--- config.mk ---
export PLATFORM = sky130hd
export DESIGN_NAME = apmc_power_ctrl
export DESIGN_NICKNAME = d
export VERILOG_FILES = /design/src/apmc_pin_sync.v /design/src/apmc_wait_timer.v /design/src/apmc_power_ctrl.v
export VERILOG_INCLUDE_DIRS = /design/src /design/src/src
export SDC_FILE = /design/constraint.sdc
export NUM_CORES = 1
export LEC_CHECK = 0
export ABC_CLOCK_PERIOD_IN_PS = 3000
export BUFFER_PORTS_ARGS = -buffer_cell sky130_fd_sc_hd__buf_2
export CORE_MARGIN = 3
export CORE_UTILIZATION = 53
export CTS_CLUSTER_DIAMETER = 80
export DETAILED_ROUTE_END_ITERATION = 8
export GPL_TIMING_DRIVEN = 0
export PLACE_DENSITY_LB_ADDON = 0.1
export SYNTH_ARGS = -nofsm -noshare
export SYNTH_HDL_FRONTEND = slang
export SYNTH_HIERARCHICAL = 1
export SYNTH_SLANG_ARGS = --single-unit
--- constraint.sdc ---
create_clock -name core_clk -period 3 [get_ports core_clk]
set_input_delay 0.6 -clock core_clk [delete_from_list [all_inputs] [get_ports core_clk]]
set_output_delay 0.6 -clock core_clk [all_outputs]
set_load 0.02 [all_outputs]
--- src/apmc_map.vh ---
// Constants for the converter power-mode controller: register map,
// field positions, power states and timing.
// Assumes a 40 MHz core clock and a 32-bit APB register bus.
`ifndef APMC_MAP_VH
`define APMC_MAP_VH

////////////////////////////////////////////////////////////////////////////////
// Register byte offsets
`define APMC_CTRL_ADDR      12'h000
`define APMC_STATUS_ADDR    12'h004
`define APMC_RESULT_ADDR    12'h008

////////////////////////////////////////////////////////////////////////////////
// Control register fields
`define APMC_CTRL_SEL_LO    0
`define APMC_CTRL_SEL_HI    1
`define APMC_CTRL_START     2
`define APMC_CTRL_CAL       3
`define APMC_CTRL_RESET     4'h0

////////////////////////////////////////////////////////////////////////////////
// Power states
`define APMC_ST_UP          3'h0
`define APMC_ST_FULLDOWN    3'h1
`define APMC_ST_PARTDOWN    3'h2
`define APMC_ST_WAKING      3'h3
`define APMC_ST_CONVERT     3'h4

////////////////////////////////////////////////////////////////////////////////
// Select codes
`define APMC_SEL_PIN        2'h0
`define APMC_SEL_NORMAL     2'h1
`define APMC_SEL_FULLDOWN   2'h2
`define APMC_SEL_PARTIAL    2'h3

////////////////////////////////////////////////////////////////////////////////
// Timing
`define APMC_CLK_MHZ        40
`define APMC_WAKE_US        5
`define APMC_WAKE_CYCLES    (`APMC_WAKE_US * `APMC_CLK_MHZ)
`define APMC_CONV_CYCLES    20
`define APMC_RES_BITS       14

`endif

--- src/apmc_pin_sync.v ---
// Three-stage synchroniser for a level arriving from a pin.
// Assumes the input is asynchronous to core_clk.
`timescale 1ns/1ps
module apmc_pin_sync (
   core_clk,
   sys_rst,
   pinIn,
   pinLevel
);
   input  wire core_clk;   // Core clock
   input  wire sys_rst;    // Synchronous reset
   input  wire pinIn;      // Raw pin
   output reg  pinLevel;   // Filtered level

   parameter RESET_LEVEL = 1'b1;

   reg stage1;             // First stage, read by stage2 only
   reg stage2;             // Second stage
   reg stage3;             // Third stage

   ////////////////////////////////////////////////////////////////////////////
   // Shift chain; level changes once stages two and three agree
   always @(posedge core_clk) begin
      if (sys_rst) begin
         stage1   <= RESET_LEVEL;
         stage2   <= RESET_LEVEL;
         stage3   <= RESET_LEVEL;
         pinLevel <= RESET_LEVEL;
      end else begin
         stage1 <= pinIn;
         stage2 <= stage1;
         stage3 <= stage2;
         if (stage2 == stage3) begin
            pinLevel <= stage3;
         end
      end
   end
endmodule

--- src/apmc_wait_timer.v ---
// Down-counter that flags when a loaded wait has run out.
// Assumes load and count values from the same clock domain.
`timescale 1ns/1ps
module apmc_wait_timer (
   core_clk,
   sys_rst,
   load,
   loadValue,
   expired
);
   parameter WIDTH = 12;

   input  wire             core_clk;   // Core clock
   input  wire             sys_rst;    // Synchronous reset
   input  wire             load;       // Start a new wait
   input  wire [WIDTH-1:0] loadValue;  // Cycles to wait
   output wire             expired;    // Count is zero

   reg [WIDTH-1:0] count;              // Remaining cycles

   assign expired = (count == {WIDTH{1'b0}});

   ////////////////////////////////////////////////////////////////////////////
   // Load or count down to zero
   always @(posedge core_clk) begin
      if (sys_rst) begin
         count <= {WIDTH{1'b0}};
      end else if (load) begin
         count <= loadValue;
      end else if (!expired) begin
         count <= count - {{(WIDTH-1){1'b0}}, 1'b1};
      end
   end
endmodule

--- src/apmc_power_ctrl.v ---
// Power-mode controller for a 14-bit successive-approximation converter.
// Holds the control, status and result registers, the power-state machine
// and the supply enables for the converter core and its reference.
// Assumes an APB master on core_clk and asynchronous sleep/start pins.
// Assumes the host keeps the select bits at zero while it uses the pin.
//
// The placing of the registers and the APB interface to the registers were decided locally.
`timescale 1ns/1ps
`include "apmc_map.vh"
module apmc_power_ctrl (
   core_clk,
   sys_rst,
   psel,
   penable,
   pwrite,
   paddr,
   pwdata,
   prdata,
   pready,
   pslverr,
   sleepPin_n,
   conversion_start_n,
   sampleCode,
   coreEnable,
   referenceEnable,
   busy,
   powerState
);
   parameter WAKE_CYCLES = `APMC_WAKE_CYCLES;   // Wake time in core cycles
   parameter CONV_CYCLES = `APMC_CONV_CYCLES;   // Conversion length in core cycles
   parameter RES_BITS    = `APMC_RES_BITS;      // Converter resolution

   // The state leaves one edge after the timer reaches zero, so a conversion
   // loads one less and busy stands for exactly CONV_CYCLES
   localparam integer CONV_LAST = CONV_CYCLES - 1;

   // Clock and reset
   input  wire                core_clk;            // 40 MHz core clock
   input  wire                sys_rst;             // Synchronous reset
   // APB slave
   input  wire                psel;                // APB select
   input  wire                penable;             // APB access phase
   input  wire                pwrite;              // APB direction
   input  wire [11:0]         paddr;               // APB byte address
   input  wire [31:0]         pwdata;              // APB write data
   output reg  [31:0]         prdata;              // APB read data
   output wire                pready;              // APB ready
   output wire                pslverr;             // APB error
   // Host pins, raw code in, supply enables and state out
   input  wire                sleepPin_n;          // External power-down pin
   input  wire                conversion_start_n;  // External conversion start
   input  wire [RES_BITS-1:0] sampleCode;          // Raw converter code
   output reg                 coreEnable;          // Converter circuitry on
   output reg                 referenceEnable;     // Reference on
   output reg                 busy;                // Conversion in progress
   output reg  [2:0]          powerState;          // Current power state

   ////////////////////////////////////////////////////////////////////////////
   // Declarations
   // Control register bits
   reg                power_select_high;   // Upper select bit
   reg                power_select_low;    // Lower select bit
   reg                swStart;             // Software start request
   reg                calRequest;          // Calibration request bit
   // Result, state and timer
   reg [RES_BITS-1:0] result;              // Latched result
   reg [2:0]          next_powerState;     // Next state
   reg                startPrev;           // Start pin last cycle
   reg                timerLoad;           // Load the shared timer
   reg [11:0]         timerValue;          // Value to load
   // Synchronised pins and decode
   wire               sleepLevel;          // Synchronised power-down pin
   wire               startLevel;          // Synchronised start pin
   wire               timerDone;           // Timer ran out
   wire               wrAccess;            // APB write this edge
   wire               rdSetup;             // APB read setup
   wire [1:0]         powerSelect;         // Combined select bits
   wire               startFall;           // Start pin fell
   wire               startRise;           // Start pin rose
   wire               convRequest;         // Any start request
   wire               busyFall;            // Conversion finished

   // Bus decode; the slave never stalls and never reports an error
   assign powerSelect = {power_select_high, power_select_low};
   assign pready      = 1'b1;
   assign pslverr     = 1'b0;
   // Writes land at the access edge; reads load data at the setup edge
   assign wrAccess    = psel & penable & pwrite;
   assign rdSetup     = psel & ~penable & ~pwrite;
   // Edges of the synchronised start pin; fall wakes, rise converts
   assign startFall   = startPrev & ~startLevel;
   assign startRise   = ~startPrev & startLevel;
   assign convRequest = startRise | swStart;

   // Address decode: true for the three mapped registers; reads of any
   // other offset return zero and writes there change nothing
   function known;
      input [11:0] addr;
      begin
         known = (addr == `APMC_CTRL_ADDR) | (addr == `APMC_STATUS_ADDR)
               | (addr == `APMC_RESULT_ADDR);
      end
   endfunction

   // Select bits with the pin decide whether the idle state is powered
   // 00 follows the pin, 01 stays up, 10 forces full down, 11 partial
   function [2:0] idleState;
      input [1:0] sel;
      input       pinHigh;
      begin
         case (sel)
            `APMC_SEL_PIN:      idleState = pinHigh ? `APMC_ST_UP
                                                     : `APMC_ST_FULLDOWN;
            `APMC_SEL_NORMAL:   idleState = `APMC_ST_UP;
            `APMC_SEL_FULLDOWN: idleState = `APMC_ST_FULLDOWN;
            `APMC_SEL_PARTIAL:  idleState = `APMC_ST_PARTDOWN;
            // Unreachable with two bits; keeps the decode complete
            default:            idleState = `APMC_ST_UP;
         endcase
      end
   endfunction

   ////////////////////////////////////////////////////////////////////////////
   // Pin synchronisers
   // Both pins are asynchronous to core_clk; each level passes three flops
   // and counts once the last two stages agree
   apmc_pin_sync #(.RESET_LEVEL(1'b1)) sleepSync (
      .core_clk (core_clk),
      .sys_rst  (sys_rst),
      .pinIn    (sleepPin_n),
      .pinLevel (sleepLevel)
   );

   // Start pin idles high; the reset level matches, so no false edge
   apmc_pin_sync #(.RESET_LEVEL(1'b1)) startSync (
      .core_clk (core_clk),
      .sys_rst  (sys_rst),
      .pinIn    (conversion_start_n),
      .pinLevel (startLevel)
   );

   ////////////////////////////////////////////////////////////////////////////
   // Shared wake and conversion timer
   // Wake and conversion never overlap, so one timer serves both
   // Twelve bits cover the full wake time with room to spare
   apmc_wait_timer #(.WIDTH(12)) waitTimer (
      .core_clk  (core_clk),
      .sys_rst   (sys_rst),
      .load      (timerLoad),
      .loadValue (timerValue),
      .expired   (timerDone)
   );

   ////////////////////////////////////////////////////////////////////////////
   // Control register; select bits reset to zero
   // A write to the control offset lands at the APB access edge; other
   // offsets leave these bits alone
   always @(posedge core_clk) begin
      if (sys_rst) begin
         power_select_high <= 1'b0;
         power_select_low  <= 1'b0;
         swStart           <= 1'b0;
         calRequest        <= 1'b0;
      end else begin
         if (wrAccess && paddr == `APMC_CTRL_ADDR) begin
            power_select_high <= pwdata[`APMC_CTRL_SEL_HI];
            power_select_low  <= pwdata[`APMC_CTRL_SEL_LO];
            // Calibration strobe stands for one cycle only
            calRequest        <= pwdata[`APMC_CTRL_CAL];
         end else begin
            // Calibration never changes the select bits itself
            calRequest        <= 1'b0;
         end
         // Start bit clears once powerState is CONVERT, or when the conversion ends; a new write wins
         // A software start waits here until the machine is up
         if (wrAccess && paddr == `APMC_CTRL_ADDR && pwdata[`APMC_CTRL_START]) begin
            swStart <= 1'b1;
         end else if (busyFall || powerState == `APMC_ST_CONVERT) begin
            swStart <= 1'b0;
         end
      end
   end

   ////////////////////////////////////////////////////////////////////////////
   // Edge history and result latch in straight binary
   // startPrev resets to the idle high level so reset makes no false edge
   always @(posedge core_clk) begin
      if (sys_rst) begin
         startPrev <= 1'b1;
         result    <= {RES_BITS{1'b0}};
      end else begin
         startPrev <= startLevel;
         // Code taken as the converter hands it over
         if (busyFall) begin
            result <= sampleCode;
         end
      end
   end

   // Conversion ends on the edge at which the timer has run out
   assign busyFall = (powerState == `APMC_ST_CONVERT) && timerDone && !timerLoad;

   ////////////////////////////////////////////////////////////////////////////
   // Power state machine
   //   UP       : powered; a start request converts unless full down is forced, else drop to the idle
   //              state that the select bits and the pin ask for
   //   FULLDOWN : everything off; PARTDOWN keeps the reference alive
   //   WAKING   : wake time after a start fall or a power-up select
   //   CONVERT  : busy high for CONV_CYCLES, then back to the idle state
   // A woken converter waits in UP while the start pin is still low, so the
   // rising edge that starts the conversion is not missed, unless it comes while the state is still WAKING.
   always @* begin
      next_powerState = powerState;
      timerLoad       = 1'b0;
      timerValue      = 12'h000;
      case (powerState)
         `APMC_ST_UP: begin
            // Forced full down takes no conversion
            if (convRequest && powerSelect != `APMC_SEL_FULLDOWN) begin
               next_powerState = `APMC_ST_CONVERT;
               timerLoad       = 1'b1;
               timerValue      = CONV_LAST[11:0];
            end else if ((startLevel || powerSelect == `APMC_SEL_FULLDOWN)
                         && idleState(powerSelect, sleepLevel) != `APMC_ST_UP) begin
               // Drop once no start pulse is pending, or at once when full down is forced
               next_powerState = idleState(powerSelect, sleepLevel);
            end
         end
         `APMC_ST_FULLDOWN, `APMC_ST_PARTDOWN: begin
            // Wake on start pin falling, or when selects ask for power;
            // forced full down ignores the start pin
            if (powerSelect != `APMC_SEL_FULLDOWN
                && (startFall || idleState(powerSelect, sleepLevel) == `APMC_ST_UP)) begin
               next_powerState = `APMC_ST_WAKING;
               timerLoad       = 1'b1;
               timerValue      = WAKE_CYCLES[11:0];
            end else if (idleState(powerSelect, sleepLevel) != powerState) begin
               next_powerState = idleState(powerSelect, sleepLevel);
            end
         end
         `APMC_ST_WAKING: begin
            // Ready after the wake time, then convert or settle
            // The timer was loaded on the edge that entered this state
            if (timerDone) begin
               next_powerState = `APMC_ST_UP;
            end
         end
         `APMC_ST_CONVERT: begin
            // On busy falling drop back to the selected idle state
            // With the pin low or partial selected this powers down again
            if (timerDone) begin
               next_powerState = idleState(powerSelect, sleepLevel);
            end
         end
         default: begin
            // Unused codes recover to powered up
            next_powerState = `APMC_ST_UP;
         end
      endcase
   end

   ////////////////////////////////////////////////////////////////////////////
   // State and power outputs
   // Enables follow the next state so they change with powerState
   always @(posedge core_clk) begin
      if (sys_rst) begin
         // Out of reset the converter is fully powered
         powerState      <= `APMC_ST_UP;
         coreEnable      <= 1'b1;
         referenceEnable <= 1'b1;
         busy            <= 1'b0;
      end else begin
         powerState      <= next_powerState;
         // Full down stops everything, partial keeps the reference
         coreEnable      <= (next_powerState != `APMC_ST_FULLDOWN)
                          && (next_powerState != `APMC_ST_PARTDOWN);
         referenceEnable <= (next_powerState != `APMC_ST_FULLDOWN);
         // Busy is high exactly while converting
         busy            <= (next_powerState == `APMC_ST_CONVERT);
      end
   end

   ////////////////////////////////////////////////////////////////////////////
   // APB read data, registered in the setup cycle
   // Loaded at the setup edge, the data stand through the access edge, so
   // the master takes them with no wait state
   always @(posedge core_clk) begin
      if (sys_rst) begin
         prdata <= 32'h00000000;
      end else if (rdSetup) begin
         if (!known(paddr)) begin
            // Unmapped addresses read zero
            prdata <= 32'h00000000;
         end else begin
            // Status packs state, enables, busy and the synchronised pin
            case (paddr)
               `APMC_CTRL_ADDR:   prdata <= {28'h0000000, calRequest, swStart,
                                             power_select_high, power_select_low};
               `APMC_STATUS_ADDR: prdata <= {25'h0000000, sleepLevel, busy,
                                             referenceEnable, coreEnable, powerState};
               `APMC_RESULT_ADDR: prdata <= {{(32-RES_BITS){1'b0}}, result};
               default:           prdata <= 32'h00000000;
            endcase
         end
      end
   end
endmodule

## Word-level counts from Yosys, hierarchy flattened

Cells that the tools add are included.

| word-level totals | value |
|---|---|
| word-level logic and storage cells | 99 |
| register bits | 77 |
| input bits | 65 |

| operators by class | value |
|---|---|
| muxes and demuxes | 26 |
| bitwise operators | 14 |
| reductions and logical operators | 21 |
| add/subtract/negate cells | 1 |
| eq/ne operators | 17 |

Operators with widths:

| operator | count |
|---|---|
| 14-bit case mux with 3 select lines | 1 |
| 3-bit two-way mux | 11 |
| 12-bit logical NOT | 2 |
| 12-bit two-way mux | 2 |
| 3-bit case mux with 4 select lines | 2 |
| 8-bit case mux with 2 select lines | 1 |
| 14-bit two-way mux | 1 |
| 12-bit by 3-bit equality test with 1-bit output, second input constant | 1 |
| 12-bit by 4-bit equality test with 1-bit output, second input constant | 1 |
| 12-bit by 1-bit subtractor with 12-bit output, second input constant | 1 |
| 1-bit logical AND | 8 |
| 8-bit two-way mux | 1 |
| 1-bit bitwise AND | 6 |
| 3-bit by 2-bit equality test with 1-bit output, second input constant | 2 |
| 3-bit equality test, second input constant | 2 |
| 3-bit logical NOT | 2 |
| 1-bit two-way mux | 5 |
| 5-bit two-way mux | 1 |
| 1-bit NOT | 5 |
| 2-bit equality test, second input constant | 2 |
| 2-bit != test, second input constant | 2 |
| 2-bit OR reduction | 2 |
| 3-bit by 1-bit equality test with 1-bit output, second input constant | 1 |
| 1-bit logical OR | 3 |
| other kinds (11) | 14 |

## Logic depth before layout (Yosys ltp)

Gate-level depths: netlist of the first run.

| logic depth | value |
|---|---|
| depth in word-level cells | 14 |
| depth in mapped cells | 11 |
| gate-level depth less buffers | 10 |

## Modules after synthesis

The synthesis of the first run kept the hierarchy.

By module, submodules not included:

| module | times used | cells each | area each (um2) |
|---|---|---|---|
| apmc_power_ctrl | 1 | 222 | 1899.3 |
| apmc_wait_timer | 1 | 83 | 695.7 |
| apmc_pin_sync | 2 | 10 | 115.1 |

## Least setup slack after synthesis of the first run

No wires, ideal clock.

| path | value |
|---|---|
| path kind | reg2reg |
| start | register powerState[0] |
| end | register waitTimer.count[4] |
| stages on the path, launching flop included | 9 |
| arrival | 2.037 ns |
| slack | 0.885 ns |
| cell sequence | dfxtp_1 -> nor2_2 -> or4b_4 -> a21oi_2 -> nand2b_1 -> clkbuf_1 -> a21oi_1 -> o31a_1 -> nor3_1 |

| between the ends | value |
|---|---|
| longest elaborated chain between the ends | 4 |

Ends and longest elaborated chain:

| element | RTL line | RTL |
|---|---|---|
| start: declaration | apmc_power_ctrl.v:56 | `output reg [2:0] powerState;` |
| start signal: assignment | apmc_power_ctrl.v:268 | `` powerState <= `APMC_ST_UP; `` |
| start signal: assignment | apmc_power_ctrl.v:273 | `powerState <= next_powerState;` |
| 3-bit by 1-bit equality test with 1-bit output / 3-bit by 2-bit equality test with 1-bit output (equally long branches) | n/a |  |
| 2-bit OR reduction | n/a |  |
| 1-bit case mux with 2 select lines (*) | apmc_power_ctrl.v:216 | `case (powerState)` |
| via timerLoad | apmc_power_ctrl.v:69 | `reg timerLoad;` |
| 2-bit != test (no source line) / 12-bit two-way mux (equally long branches) | n/a |  |
| end signal: assignment | apmc_wait_timer.v:27 | `count <= {WIDTH{1'b0}};` |
| end signal: assignment | apmc_wait_timer.v:29 | `count <= loadValue;` |
| end signal: assignment | apmc_wait_timer.v:31 | `count <= count - {{(WIDTH-1){1'b0}}, 1'b1};` |
| end: declaration | apmc_wait_timer.v:19 | `reg [WIDTH-1:0] count;` |

The timed path passes the listed nets; every way through them passes the cells marked *.
A chain may end at the register's enable or synchronous reset.

## Final worst setup path of the first run

| path | value |
|---|---|
| start | register waitTimer.count[6] |
| end | register coreEnable |

| between the ends | value |
|---|---|
| longest elaborated chain between the ends | 5 |

Ends and longest elaborated chain:

| element | RTL line | RTL |
|---|---|---|
| 12-bit logical NOT (*) | apmc_wait_timer.v:21 | `assign expired = (count == {WIDTH{1'b0}});` |
| via timerDone | apmc_power_ctrl.v:74 | `wire timerDone;` |
| 3-bit two-way mux (on tied branches) | apmc_power_ctrl.v:251, apmc_power_ctrl.v:244 |  |
| 3-bit case mux with 4 select lines (*) | apmc_power_ctrl.v:216 |  |
| 3-bit by 1-bit != test with 1-bit output (no source line) / 3-bit by 2-bit != test with 1-bit output (equally long branches) | n/a |  |
| 1-bit logical AND (*) | apmc_power_ctrl.v:275 | `` coreEnable <= (next_powerState != `APMC_ST_FULLDOWN) `` |
| end signal: assignment | apmc_power_ctrl.v:275 |  |
| end: declaration | apmc_power_ctrl.v:53 | `output reg coreEnable;` |

Marks and branches as above.

==> results of run 1 <==
[sequential cells by signal (all words and copies together) (netlist names), 3 cells and up]
signal and flops:
powerState 3, prdata 14, result 14, waitTimer/count 12
[power breakdown]
part           switching (mW)  internal, mW
Sequential             0.0991         0.884
Combinational           0.516         0.437
Clock                   0.320         0.323
Total                   0.935          1.64
[per-layer routing]
metal,GRT usage [%],vias up
met5,0,-
met4,8.076,0
met3,6.236,7
met2,34.26,70
met1,27.73,1127
li1,-,1271
[logic make-up after synthesis]
group           Yosys count  synth area share, %
mux                       7                2.524
buf+inv                  43                10.19
flops                    59                41.81
fa+ha+maj                 2               0.8856
compound gates           72                17.98
simple gates            134                24.49
other cells               2               0.2658
xor+xnor                  6                1.860
[cell type report]
type	instances	area, µm²
Clock buffer	11	141.4
Inverter	6	22.52
Clock inverter	5	38.79
Tap cell	67	83.83
Multi-Input combinational cell	247	1446
Fill cell	445	1488
Timing Repair Buffer	55	275.3
Buffer	37	265.3
Sequential cell	59	1181
[metrics by stage]
stage               setup slack (ps)  total power [mW]
floorplan                      885.2             1.735
global placement               549.2             1.921
detailed placement             505.0             1.939
CTS                            480.4             2.583
global route                   251.1             2.761
finish                         425.1             2.578
[cells in the final DEF, fill, tap and decap left out, types with 5 or more instances in the layout]
master    count
nand3_1       5
or2_2         5
buf_6         5
a22o_1       10
or2_1         7
a22oi_1       8
o21ai_0       8
buf_2        58
inv_1         6
conb_1       26
a21oi_1      20
nor2_1       26
buf_4        20
clkbuf_8     11
nand2_1      47
clkbuf_1      9
xnor2_1       6
nor2b_1       9
dfxtp_1      59
mux2i_1       6
[final timing paths]
kind                              startpoint  cells past startpoint  slack [ps]                     endpoint
max          waitTimer/count[6]$_SDFFE_PP0P_                      8         430        coreEnable$_SDFF_PP1_
min reg2reg      sleepSync/stage1$_SDFF_PP1_                      1         400  sleepSync/stage2$_SDFF_PP1_
min              sleepSync/stage1$_SDFF_PP1_                      1         400  sleepSync/stage2$_SDFF_PP1_
max reg2reg  waitTimer/count[6]$_SDFFE_PP0P_                      8         430        coreEnable$_SDFF_PP1_
==> results.yml, run 1 <==
logic_synthesis:
  netlist_top_cells_count: "dfxtp_1, nand2_1, nor2_1"
  synth_edf_count: 0
  synth_cells: 325
  syn_avg_cell_area_um2: 8.693
  synth_top_area_cell: "dfxtp_1"
  syn_area_um2: 2825
  synth_ff_type: "dfxtp_1"
  synth_top_area_share_pct: 41.81
  synth-seq-cells: 59
  seq_area_frac_synth_pct: 41.81
  synthArstFlopShare_pct: 0
  yosys_warnings: 6
  post-synth-top-count-cell: "dfxtp_1"
  synthTopCellsByArea: "dfxtp_1, nand2_1, buf_4"
  post_synth_num_cell_types: 59
timing:
  max_clock_freq_mhz: 388.4
  finClkSkew_ps: 9.453
  timing.hold.ws_ps: 404.6
  min_period_over_period_pct: 85.83
  setup_tns_ps: 0
  rsz0062_at_grt: "false"
  min_period_ps: 2575
  setup_viol: 0
  finalHoldViolCount: 0
  relSlewSlack_pct: 52.58
  tightest_slew_ps: 704.8
  slew_violations: 0
clocking:
  cts-root-buf: "clkbuf_8"
  htree_levels: 3
  clock_path_buffers: 2
  cts_hold_buf: 0
  post_cts_buffers: 0
  path_clk_slew_ps: 70
  cts_made_buffers: 9
  cts.sinks: 59
  cts_resized: 0
  insertion_delay_ps: 340
  cts_tree: "yes"
cells_and_area:
  area_growth_pct: 22.28
  drive_gt1_share_pct: 29.05
  stdcell_count: 487
  fin_util_pct: 69.90
  n_antenna_cell: 0
  fin_area_um2: 3455
  nets: 482
placed_design:
  place.gp.congestion: 0.8601
  dp_hpwl_mm: 4.597
  postPlaceCellArea_um2: 3274
  dp_cells: 471
  port_buffers: 55
global_routing:
  grt_pass1_wl_mm: 10.65
  grt_pass1_vias: 2311
  grt_util_all_layers_pct: 21.56
  gr-total-overflow: 0
  grt_start_max_net_pins: 14
  antenna_found_initial: 0
drt:
  drt_iter0_markers: 229
  ant_nets: 0
  wl_per_cell_um: 12.86
  dr_wl_met2_mm: 2.997
  wl_met1_mm: 2.742
  first_pass_iters: 5
  wl_mm: 6.261
  top_layer_used: "met4"
  via_per_inst: 5.082
  drc: 0
  wl_met3_um: 449
  via_count: 2475
power:
  ir_drop_uv: 378.4
  p_leak_nw: 1.469
  power_density_nw_per_um2: 746.4
floorplan:
  chipHeight_um: 79.01
  start_util_pct: 57.16
  dieWidth_um: 79.01
  core_um2: 4942
  num_io_pins: 105
  die_area_um2: 6243
  rows: 25
worst_setup_path:
  critPathTopFamily: "simple AND/OR/NAND/NOR gates"
  start_kind: "flop"
  worstPathCellList: "nor4_1 > and3_1 > buf_2 > nand3_1 > nor3_1 > a311oi_2 > and2_1 > o21ai_2"
  required_ps: 3270
  path_class: "reg2reg"
  path_buf_inv: 1
  end_kind: "flop"
  max_stage_delay_ps: 660
  critPathArrivalTime_ps: 2850
  crit_fanout: 13
  slowest_stage: "nor4_1"
run_status:
  status: "complete, no violations"
hold_path:
  hold_path_class: "reg2reg"
run:
  cap_violations: 0
(Power assumes the default switching activity.)
==> inputs of run 2 (changes only) <==
Settings changed: CELL_PAD_IN_SITES_DETAIL_PLACEMENT set to 1, CELL_PAD_IN_SITES_GLOBAL_PLACEMENT set to 2, CORE_ASPECT_RATIO set to 0.75, CORE_UTILIZATION 53 to 30.
==> results.yml, run 2 (same netlist as run 1, synthesis figures left out) <==
run_status:
  status: "complete, no violations"
clocking:
  insertion_delay_ps: 330
  cts-root-buf: "clkbuf_16"
  cts.sinks: 59
  cts_made_buffers: 9
  post_cts_buffers: 0
  cts_hold_buf: 0
  path_clk_slew_ps: 50
  cts_tree: "yes"
  clock_path_buffers: 2
  cts_resized: 0
  htree_levels: 3
worst_setup_path:
  crit_fanout: 13
  worstPathCellList: "inv_1 > ha_1 > nor3b_1 > and3_1 > buf_2 > nand3_1 > nor3_1 > a311oi_2 > and2_1 > o21ai_2"
  r2r_slack_ps: 320
  critPathArrivalTime_ps: 2940
  r2r-end: "coreEnable$_SDFF_PP1_"
  required_ps: 3260
  path_buf_inv: 2
  reg2regPathDepth: 10
  end_kind: "flop"
  max_stage_delay_ps: 440
  timing.rr.start: "waitTimer/count[0]$_SDFFE_PP0P_"
  critPathTopFamily: "simple AND/OR/NAND/NOR gates"
  start_kind: "flop"
  slowest_stage: "nor3b_1"
  path_class: "reg2reg"
timing:
  min_period_ps: 2681
  max_clock_freq_mhz: 373.0
  finClkSkew_ps: 6.406
  relSlewSlack_pct: 57.26
  min_period_over_period_pct: 89.37
  setup_viol: 0
  setup_tns_ps: 0
  tightest_slew_ps: 635.2
  timing.hold.ws_ps: 405.1
  rsz0062_at_grt: "false"
  finalHoldViolCount: 0
  setup_ws_ps: 319.0
  slew_violations: 0
floorplan:
  num_io_pins: 105
  chipHeight_um: 90.04
  die_area_um2: 10630
  dieWidth_um: 118.1
  core_um2: 9121
  rows: 30
  start_util_pct: 30.97
drt:
  via_count: 2511
  first_pass_iters: 4
  wl_per_cell_um: 14.25
  wl_mm: 7.811
  ant_nets: 0
  drt_iter0_markers: 66
  drc: 0
  via_per_inst: 4.582
cells_and_area:
  drive_gt1_share_pct: 29.05
  final_common_cell: "dfxtp_1"
  n_antenna_cell: 0
  final_cell_mix: "dfxtp_1, buf_2, nand2_1, nor2_1, conb_1"
  reg_top3: "prdata (14), result (14), waitTimer/count (12)"
  fin_util_pct: 40.19
  stdcell_count: 548
  nets: 482
  fin_area_um2: 3666
  area_growth_pct: 29.76
placed_design:
  postPlaceCellArea_um2: 3351
  dp_cells: 532
  dp_hpwl_mm: 5.812
  dp_worst_setup_slack_ps: 323.1
  port_buffers: 55
  place.gp.congestion: 0.7298
hold_path:
  worstHoldEndpoint: "sleepSync/stage2$_SDFF_PP1_"
  hold_depth: 1
  hp-start: "sleepSync/stage1$_SDFF_PP1_"
  hold_path_class: "reg2reg"
power:
  finalPower_mw: 3.046
  p_leak_nw: 1.539
  power_density_nw_per_um2: 830.7
  ir_drop_uv: 276.7
run:
  cap_violations: 0
global_routing:
  grt_util_all_layers_pct: 15.73
  antenna_found_initial: 0
  grt_start_max_net_pins: 14
  gr-total-overflow: 0
  grt_pass1_wl_mm: 13.24
  grt_pass1_vias: 2507
[run 2: cell type report]
class / instances / area, µm²
clock inverters: 3 / 45.04
inverters: 6 / 22.52
fillers: 1109 / 5455
well taps: 128 / 160.2
multi-input cells: 247 / 1446
repair buffers: 55 / 275.3
flip-flops and latches: 59 / 1181
clock buffers: 13 / 270.3
plain buffers: 37 / 265.3
[run 2: layer usage]
layer	share of wire, %	GRT usage [%]	up-vias	wire, µm
met4	1.3	4.780	0	101
met1	53	22.05	1172	4145
met3	5.1	6.289	8	395
met2	41	22.00	59	3168
li1	-	-	1272	-
met5	0	0	-	0
[run 2: worst max path at each step]
| stage | cells after the start | end | slack (ps) | startpoint |
|---|---|---|---|---|
| global placement | 10 | coreEnable$_SDFF_PP1_ | 340 | waitTimer/count[0]$_SDFFE_PP0P_ |
| global route | 10 | coreEnable$_SDFF_PP1_ | 30 | waitTimer/count[0]$_SDFFE_PP0P_ |
| finish | 10 | coreEnable$_SDFF_PP1_ | 320 | waitTimer/count[0]$_SDFFE_PP0P_ |
| CTS | 10 | coreEnable$_SDFF_PP1_ | 280 | waitTimer/count[0]$_SDFFE_PP0P_ |
| detailed placement | 10 | coreEnable$_SDFF_PP1_ | 320 | waitTimer/count[0]$_SDFFE_PP0P_ |
| floorplan | 8 | waitTimer/count[4]$_SDFFE_PP0P_ | 890 | powerState[0]$_SDFF_PP0_ |
[run 2: power breakdown]
group          switching [mW]  internal (mW)
logic                   0.551          0.437
clock network           0.358          0.710
registers               0.104          0.885
total                    1.01           2.03
[run 2: worst reg2reg max path, stage by stage, from the launching register on]
cell      delay, ps
dfxtp_1         350
inv_1           120
ha_1            150
nor3b_1         440
and3_1          230
buf_2           260
nand3_1         330
nor3_1          320
a311oi_2        100
and2_1          210
o21ai_2         100
